## src/rwc_pkg.sv

```systemverilog
// package for the reset and wake control block
// assumes one 250 MHz core clock and an active-low asynchronous reset pin
package rwc_pkg;
	// ----------------------------------------
	// timing
	// ----------------------------------------
	localparam int CLK_MHZ = 250;
	localparam int REF_MHZ = 25;
	// core cycles per reference clock period
	localparam int REF_DIV = CLK_MHZ / REF_MHZ;
	localparam int REF_DIV_W = 4;
	localparam logic [REF_DIV_W-1:0] REF_DIV_LAST = 4'(REF_DIV - 1);
	localparam int SYNC_STAGES = 2;

	// ----------------------------------------
	// reset values
	// ----------------------------------------
	localparam logic WAKE_POL_RST = 1'b1;
	localparam logic WAKE_OD_RST = 1'b0;
	localparam logic WAKE_EN_RST = 1'b0;

	// ----------------------------------------
	// types
	// ----------------------------------------
	typedef enum logic [1:0] {
		RWC_RUN,
		RWC_SLEEP
	} rwc_pwr_t;

	typedef struct packed {
		logic chip_select_low;
		logic write_strobe_low;
		logic read_strobe_low;
	} rwc_bus_t;

	typedef struct packed {
		logic enable;
		logic active_high;
		logic open_drain;
	} rwc_wake_cfg_t;
endpackage

```

## src/rwc_top.sv

```systemverilog
// reset and wake control top
// assumes host strobes are synchronous to CLK; wake events come from other logic
`timescale 1ns/1ps
// How it works
// the reset pin returns every flip-flop of the block to its reset value.
// the host resets the device at power-up by pin or by the software reset bit.
// after any reset or wake, host writes are ignored until one read has been seen.
// with the indicator enabled, a wake event while asleep asserts the wake output.
// software chooses the active level and push-pull or open-drain drive of that output.
// a wake event and the indicator never end the power-saving state on their own.
// power-saving ends only on chip select and write strobe low together; here a software reset also ends it.
// while asleep any write, whatever address or data, wakes the device.
// the host aims its wake write at the byte-order test register.
// the reference clock is 25 MHz, made here as an enable from the core clock.
// chip select and write strobe are active low; a write is both low together.
// reset acts at once and is released in step with the clock.
module rwc_top (
	input wire logic CLK,
	input wire logic ARST_N,
	input wire logic SOFTWARE_RESET_BIT,
	input wire logic CHIP_SELECT_LOW,
	input wire logic WRITE_STROBE_LOW,
	input wire logic READ_STROBE_LOW,
	input wire logic SLEEP_REQ,
	input wire logic WAKE_EVENT,
	input wire logic WAKE_EN,
	input wire logic WAKE_ACTIVE_HIGH,
	input wire logic WAKE_OPEN_DRAIN,
	output logic WAKE_INDICATOR_OUT,
	output logic WAKE_INDICATOR_OE,
	output logic ASLEEP,
	output logic WRITE_ALLOWED,
	output logic WRITE_ACCEPT,
	output logic REF_CLOCK_EN,
	output logic SOFT_RESET_N
);
	// ----------------------------------------
	// reset
	// ----------------------------------------
	logic rst_n;
	logic soft_rst;

	rwc_rst_sync #(
		.STAGES(rwc_pkg::SYNC_STAGES)
	) u_rst_sync (
		.CLK(CLK),
		.ARST_N(ARST_N),
		.rst_n(rst_n)
	);

	// ----------------------------------------
	// host strobes
	// ----------------------------------------
	rwc_pkg::rwc_bus_t bus;
	rwc_pkg::rwc_wake_cfg_t cfg;
	wire host_write;
	wire host_read;

	assign bus = '{chip_select_low: CHIP_SELECT_LOW, write_strobe_low: WRITE_STROBE_LOW,
		read_strobe_low: READ_STROBE_LOW};
	// both low is a write
	assign host_write = !bus.chip_select_low && !bus.write_strobe_low;
	assign host_read = !bus.chip_select_low && !bus.read_strobe_low;

	// ----------------------------------------
	// power state
	// ----------------------------------------
	rwc_pkg::rwc_pwr_t pwr;
	rwc_pkg::rwc_pwr_t next_pwr;
	wire waking;

	// in this decode only a write leaves sleep
	// any write wakes
	assign waking = (pwr == rwc_pkg::RWC_SLEEP) && host_write;
	// wake event not in this decode
	assign next_pwr = waking ? rwc_pkg::RWC_RUN :
		(pwr == rwc_pkg::RWC_RUN && SLEEP_REQ) ? rwc_pkg::RWC_SLEEP : pwr;

	// all state cleared by reset
	always_ff @(posedge CLK or negedge rst_n) begin
		if (!rst_n) begin
			pwr <= rwc_pkg::RWC_RUN;
		end else if (soft_rst) begin
			pwr <= rwc_pkg::RWC_RUN;
		end else begin
			pwr <= next_pwr;
		end
	end

	// ----------------------------------------
	// write gate
	// ----------------------------------------
	// the wake write itself is swallowed, which is why a read must come first
	logic read_seen;
	wire next_read_seen;

	// writes need a prior read
	assign next_read_seen = waking ? 1'b0 : (read_seen || host_read);

	always_ff @(posedge CLK or negedge rst_n) begin
		if (!rst_n) begin
			read_seen <= 1'b0;
		end else if (soft_rst) begin
			read_seen <= 1'b0;
		end else begin
			read_seen <= next_read_seen;
		end
	end

	// ----------------------------------------
	// wake indicator
	// ----------------------------------------
	logic wake_flag;
	wire next_wake_flag;
	wire wake_level;

	assign cfg = '{enable: WAKE_EN, active_high: WAKE_ACTIVE_HIGH,
		open_drain: WAKE_OPEN_DRAIN};
	// event sets flag, set beats wake clear
	assign next_wake_flag = cfg.enable &&
		((WAKE_EVENT && pwr == rwc_pkg::RWC_SLEEP) || (wake_flag && !waking));
	// polarity select; a pending soft reset forces the idle level
	assign wake_level = (next_wake_flag && !soft_rst) ~^ cfg.active_high;

	always_ff @(posedge CLK or negedge rst_n) begin
		if (!rst_n) begin
			wake_flag <= 1'b0;
		end else if (soft_rst) begin
			wake_flag <= 1'b0;
		end else begin
			wake_flag <= next_wake_flag;
		end
	end

	// ----------------------------------------
	// reference clock enable
	// ----------------------------------------
	logic [rwc_pkg::REF_DIV_W-1:0] ref_cnt;
	wire ref_wrap;

	// 25 MHz enable
	assign ref_wrap = ref_cnt == rwc_pkg::REF_DIV_LAST;

	always_ff @(posedge CLK or negedge rst_n) begin
		if (!rst_n) begin
			ref_cnt <= '0;
		end else begin
			ref_cnt <= ref_wrap ? '0 : ref_cnt + 1'b1;
		end
	end

	// ----------------------------------------
	// outputs
	// ----------------------------------------
	always_ff @(posedge CLK or negedge rst_n) begin
		if (!rst_n) begin
			soft_rst <= 1'b0;
			WAKE_INDICATOR_OUT <= !rwc_pkg::WAKE_POL_RST;
			WAKE_INDICATOR_OE <= 1'b1;
			ASLEEP <= 1'b0;
			WRITE_ALLOWED <= 1'b0;
			WRITE_ACCEPT <= 1'b0;
			REF_CLOCK_EN <= 1'b0;
			SOFT_RESET_N <= 1'b0;
		end else begin
			// software reset path
			soft_rst <= SOFTWARE_RESET_BIT;
			WAKE_INDICATOR_OUT <= cfg.open_drain ? 1'b0 : wake_level;
			// open drain drives only the low level, the pull-up gives high
			WAKE_INDICATOR_OE <= !cfg.open_drain || !wake_level;
			ASLEEP <= next_pwr == rwc_pkg::RWC_SLEEP && !soft_rst;
			WRITE_ALLOWED <= next_read_seen && !soft_rst && !SOFTWARE_RESET_BIT;
			// accepted only after read
			WRITE_ACCEPT <= host_write && read_seen && pwr == rwc_pkg::RWC_RUN && !soft_rst;
			REF_CLOCK_EN <= ref_wrap;
			SOFT_RESET_N <= !SOFTWARE_RESET_BIT;
		end
	end

	// helper: cycles since the last enable pulse
	// a counter, since a long repetition would be unrolled by the tools
	logic [rwc_pkg::REF_DIV_W-1:0] ref_gap;
	logic ref_seen;

	always_ff @(posedge CLK or negedge rst_n) begin
		if (!rst_n) begin
			ref_gap <= '0;
			ref_seen <= 1'b0;
		end else begin
			ref_gap <= REF_CLOCK_EN ? '0 : ref_gap + 1'b1;
			ref_seen <= ref_seen || REF_CLOCK_EN;
		end
	end
endmodule // rwc_top

```

## src/rwc_rst_sync.sv

```systemverilog
// reset release synchroniser
// assumes the reset pin may fall at any time relative to CLK
`timescale 1ns/1ps
module rwc_rst_sync #(
	parameter int STAGES = rwc_pkg::SYNC_STAGES
) (
	input wire logic CLK,
	input wire logic ARST_N,
	output logic rst_n
);
	logic [STAGES-1:0] chain;

	// assert now, release clocked
	always_ff @(posedge CLK or negedge ARST_N) begin
		if (!ARST_N) begin
			chain <= '0;
		end else begin
			chain <= {chain[STAGES-2:0], 1'b1};
		end
	end

	assign rst_n = chain[STAGES-1];
endmodule // rwc_rst_sync

```

## config.mk

```make
export PLATFORM = sky130hd
export DESIGN_NAME = rwc_top
export DESIGN_NICKNAME = d
export VERILOG_FILES = /design/src/rwc_pkg.sv /design/src/rwc_top.sv /design/src/rwc_rst_sync.sv
export SDC_FILE = /design/constraint.sdc
export NUM_CORES = 1
export LEC_CHECK = 0
export BUFFER_PORTS_ARGS = -buffer_cell sky130_fd_sc_hd__buf_2
export CAP_MARGIN = 15
export CORE_UTILIZATION = 48
export DETAILED_ROUTE_END_ITERATION = 8
export PLACE_DENSITY = 0.81
export SETUP_SLACK_MARGIN = 0.15
export SKIP_CTS_REPAIR_TIMING = 1
export SYNTH_ARGS = -nofsm -noshare
export SYNTH_HDL_FRONTEND = slang
export SYNTH_SLANG_ARGS = --single-unit
```

## constraint.sdc

```tcl
create_clock -name CLK -period 0.86 [get_ports CLK]
set_input_delay 0.172 -clock CLK [delete_from_list [all_inputs] [get_ports CLK]]
set_output_delay 0.172 -clock CLK [all_outputs]
set_load 0.005 [all_outputs]
```

Word level (Yosys, flattened, before mapping)
Index checks and enable logic that the tools add are counted.
{"block": "word_totals", "out_inout_bits": 7, "reg_bits": 18, "in_bits": 11}
{"block": "op_classes", "addsub": 1, "n_bitwise": 1, "muxes": 8, "n_reduce_logical": 26, "n_eq_ne": 3}
{"op": "$logic_and A1 B1 Y1", "n": 14}
{"op": "$logic_not A1 Y1", "n": 8}
{"op": "$mux W2", "n": 3}
{"op": "$add A4 B1 Y4 const B", "n": 1}
{"op": "$eq A2 B1 Y1 const B", "n": 2}
{"op": "$eq A4 B4 Y1 const B", "n": 1}
{"op": "$mux W1", "n": 4}
{"op": "$mux W4", "n": 1}
{"op": "$logic_or A1 B1 Y1", "n": 3}
{"op": "$logic_not A2 Y1", "n": 1}
{"op": "$xnor A1 B1 Y1", "n": 1}

Depth between registers and ports, before layout
{"block": "logic_depth", "depth_word": 11, "depth_mapped": 4, "depth_no_buf": 4}

Hierarchy
From an unflattened synthesis, not the netlist that was laid out.
{"block": "unflattened", "cells_unflattened": 55, "hier_area_um2": 694.4}
{"module": "rwc_top", "cells_per_inst": 52, "area_per_inst_um2": 640.6, "n_inst": 1}
{"module": "rwc_rst_sync", "cells_per_inst": 3, "area_per_inst_um2": 53.8, "n_inst": 1}

Least setup slack after synthesis
Ideal clock, no wire load.
{"block": "synth_timing", "kind": "register to register", "start": "register pwr[1]", "end": "register WAKE_INDICATOR_OUT", "n_path_buf": 0, "setup_time_ns": 0.125, "path_slack_ns": -0.471, "period_less_slack_ns": 1.331, "stages_incl_launch_ff": 5, "arrival_ns": 1.206, "path_cell_list": "dfrtp_1 -> nor3_2 -> a21oi_2 -> a31oi_4 -> mux2_4"}
{"block": "synth_via", "elab_chain_len": 9, "word_cells_on_any_way": 10, "classes_between": "eq/ne: 1; mux: 1; bitwise: 1; reduce/logical: 7"}
{"element": "start: declaration", "line": "rwc_top.sv:68", "rtl": "rwc_pkg::rwc_pwr_t pwr;"}
{"element": "start signal: assignment", "line": "rwc_top.sv:82", "rtl": "pwr <= rwc_pkg::RWC_RUN;"}
{"element": "start signal: assignment", "line": "rwc_top.sv:84", "rtl": "pwr <= rwc_pkg::RWC_RUN;"}
{"element": "start signal: assignment", "line": "rwc_top.sv:86", "rtl": "pwr <= next_pwr;"}
{"element": "$eq A2 B1 Y1 *", "line": "rwc_top.sv:74, rwc_top.sv:121"}
{"element": "$logic_and A1 B1 Y1", "line": "rwc_top.sv:74", "rtl": "assign waking = (pwr == rwc_pkg::RWC_SLEEP) && host_write;"}
{"element": "$logic_not A1 Y1", "line": "rwc_top.sv:121", "rtl": "((WAKE_EVENT && pwr == rwc_pkg::RWC_SLEEP) || (wake_flag && !waking));"}
{"element": "$logic_and A1 B1 Y1", "line": "rwc_top.sv:121"}
{"element": "$logic_or A1 B1 Y1 *", "line": "rwc_top.sv:121"}
{"element": "$logic_and A1 B1 Y1 *", "line": "rwc_top.sv:120", "rtl": "assign next_wake_flag = cfg.enable &&"}
{"element": "$logic_and A1 B1 Y1 *", "line": "rwc_top.sv:123", "rtl": "assign wake_level = (next_wake_flag && !soft_rst) ~^ cfg.active_high;"}
{"element": "$xnor A1 B1 Y1 *", "line": "rwc_top.sv:123"}
{"element": "$mux W1 *", "line": "rwc_top.sv:168", "rtl": "WAKE_INDICATOR_OUT <= cfg.open_drain ? 1'b0 : wake_level;"}
{"element": "end signal: assignment", "line": "rwc_top.sv:158", "rtl": "WAKE_INDICATOR_OUT <= !rwc_pkg::WAKE_POL_RST;"}
{"element": "end signal: assignment", "line": "rwc_top.sv:168"}
{"element": "end: declaration", "line": "rwc_top.sv:29", "rtl": "output logic WAKE_INDICATOR_OUT,"}
Every way passes the cells marked *; elsewhere a longest branch is shown, timed or not.

Worst setup path in the final report
Same ends and word-level chain as after synthesis.

==> results.yml <==
status:
  status: "complete, but fails checks"
  violations: "setup timing"
global_routing:
  grt_antenna_before_repair: 0
  grt_usage_pct: 16.99
  grt_pass1_wl_um: 1676
  grt_max_degree: 17
  grt-ovfl-total: 0
  grt_pass1_vias: 430
clock_tree:
  cts_root_buf: "clkbuf_4"
  clock_latency_ns: 0.29
  cts_buffers: 3
  htreeDepth: 1
  cts_tree: "yes"
  path_clk_slew_ns: 0.10
  clock-sinks: 18
  clockBufferDepth: 2
routing:
  drt_first_pass_iters: 4
  drc_errors: 0
  vias: 487
  drt_iter0_drc: 5
  wl_per_cell_um: 11.00
  postRouteAntennaNets: 0
  wirelength_um: 1122
  vias_per_cell: 4.775
synthesis:
  synth_nets: 65
  ys_seq_area_share_pct: 65.16
  synthesis.yosys.warnings: 0
  synth_cell_types: 25
  synthCells: 54
  netlist_area_um2: 693.2
  postSynthAreaPerCell_um2: 12.84
  ys_ff_latch: 18
place:
  post-place-ws_ns: -0.4550
  place_inst: 95
  gp_congestion: 0.6760
  placed_cell_area_um2: 892.1
  numPortBuffers: 17
worst_setup_path:
  crit_path_start: "pwr[1]"
  cp-start-kind: "register"
  crit_path_max_fanout: 5
  r2r-start: "pwr[1]"
  r2r-end: "WAKE_INDICATOR_OUT"
  r2r.worst_path.cells: 4
  critical_path_class: "reg -> reg"
  worstSetupEndpointType: "register"
  path_buf_inv: 0
  cp_slowest_stage_delay_ns: 0.42
  required_ns: 1.04
  crit_family: "flip-flops"
  crit_path_cell_trace: "nor3_2, a21oi_2, a31oi_4, mux2_4"
  arrival_ns: 1.46
  cpMaxStageDelayCell: "dfrtp_1"
  r2r_setup_slack_ns: -0.42
sta:
  period_minus_slack_ns: 1.278
  worst_slack_ns: -0.4183
  setup_viol: 16
  fin_crit_sh_pct: 148.6
  rsz0062_at_grt: "yes"
  slew_violations: 0
  holdWs_ns: 0.03653
  finalClockSkew_ns: 0.004066
  max_freq_mhz: 782.3
  hold_viol_final: 0
floorplan:
  start_util_pct: 52.61
  die-area_mm2: 0.001600
  coreArea_mm2: 0.001318
  fp.dieH_um: 40
  ios: 18
  die_x_um: 40
  placement_rows: 13
hold_path:
  holdCritStartpoint: "SOFTWARE_RESET_BIT"
  min_to: "SOFT_RESET_N"
  hold_class: "in -> reg"
  hold_path_depth: 2
cells_and_area:
  final_common_cell: "dfrtp_1"
  design_area_um2: 989.7
  largest_reg_flops: 4
  final_cells: 102
  largestRegisters: "ref_cnt: 4 flops, pwr: 2 flops, u_rst_sync.chain: 2 flops"
  syn2layout_area_growth_pct: 42.78
  largest_register: "ref_cnt"
  drive_gt1_share_pct: 54.02
  diodes: 0
  layout_common_cells: "dfrtp_1 (17), buf_2 (16), buf_4 (7)"
  nets: 99
power_and_ir_drop:
  power_w: 0.001539
  vdd_drop_max_mv: 1.121
  power.leakage_nw: 0.5099
  power.density_mw_per_mm2: 1555
flow_run:
  cap_violations: 0
==> logic make-up after synthesis <==
group | share of synthesized area [%]
compound gates | 8.845
simple gates | 16.24
xor+xnor | 1.264
other cells | 0.5410
mux | 5.776
buf+inv | 2.165
flops | 65.16
==> worst register-to-register path, cell delays in order (launching register included) <==
cell and delay (ns):
dfrtp_1 0.42, nor3_2 0.14, a21oi_2 0.10, a31oi_4 0.20, mux2_4 0.32
==> synthesized netlist by cell type <==
cell      number  share of area (%)
conb_1         1               0.54
mux2i_1        1                1.4
dfrtp_1       17                 61
nor2b_1        2                1.8
a21oi_2        1                1.3
and2_1         1               0.90
nor3_1         1               0.72
a31oi_4        1                3.1
nand3_1        1               0.72
or3_1          1               0.90
nor2_1         4                2.2
inv_1          4                2.2
mux2_4         2                4.3
a22o_1         1                1.3
o21a_1         1                1.1
nor3_2         1                1.4
a21oi_1        1               0.72
dfstp_2        1                3.8
o21ai_0        2                1.4
nand4b_1       1                1.3
and2b_1        1                1.1
xnor2_1        1                1.3
nand2b_1       2                1.8
nand2_1        4                2.2
nor4b_1        1                1.3
==> worst max-delay path by stage <==
stage | end | slack, ns | cells past startpoint
after floorplan | WAKE_INDICATOR_OUT | -0.37 | 4
after global placement | WAKE_INDICATOR_OUT | -0.39 | 4
after detailed placement | WAKE_INDICATOR_OUT | -0.45 | 4
after CTS | WAKE_INDICATOR_OUT | -0.47 | 4
after global routing | WAKE_INDICATOR_OUT | -0.49 | 4
final | WAKE_INDICATOR_OUT | -0.42 | 4
==> final cells by class <==
class,instances,area [um2]
multi-input cells,32,267.8
clock buffers,4,36.28
flip-flops and latches,18,451.7
inverters,4,17.52
well taps,15,18.77
repair buffers,29,197.7
fillers,89,327.8
==> layer usage <==
| metal | vias to the layer above | share of wire [%] | GRT usage (%) |
|---|---|---|---|
| met5 | - | 0 | 0 |
| met2 | 13 | 52 | 31.05 |
| met1 | 224 | 41 | 17.16 |
| li1 | 248 | - | - |
| met4 | 0 | 1.2 | 7.759 |
| met3 | 2 | 5.3 | 5.556 |
==> report_power, final <==
part | switching (W) | internal (W) | total, W
Combinational | 0.0000683 | 0.0000794 | 0.000148
Clock | 0.000242 | 0.000258 | 0.000500
Sequential | 0.0000147 | 0.000877 | 0.000892
==> per-stage QoR <==
step | utilization [%] | setup TNS [ns]
after floorplan | - | -1.452
after global placement | 67.71 | -1.631
after detailed placement | 67.71 | -1.945
after CTS | 70.47 | -2.851
after global routing | 75.12 | -3.559
final | 75.12 | -2.799
(Power assumes the default switching activity.)
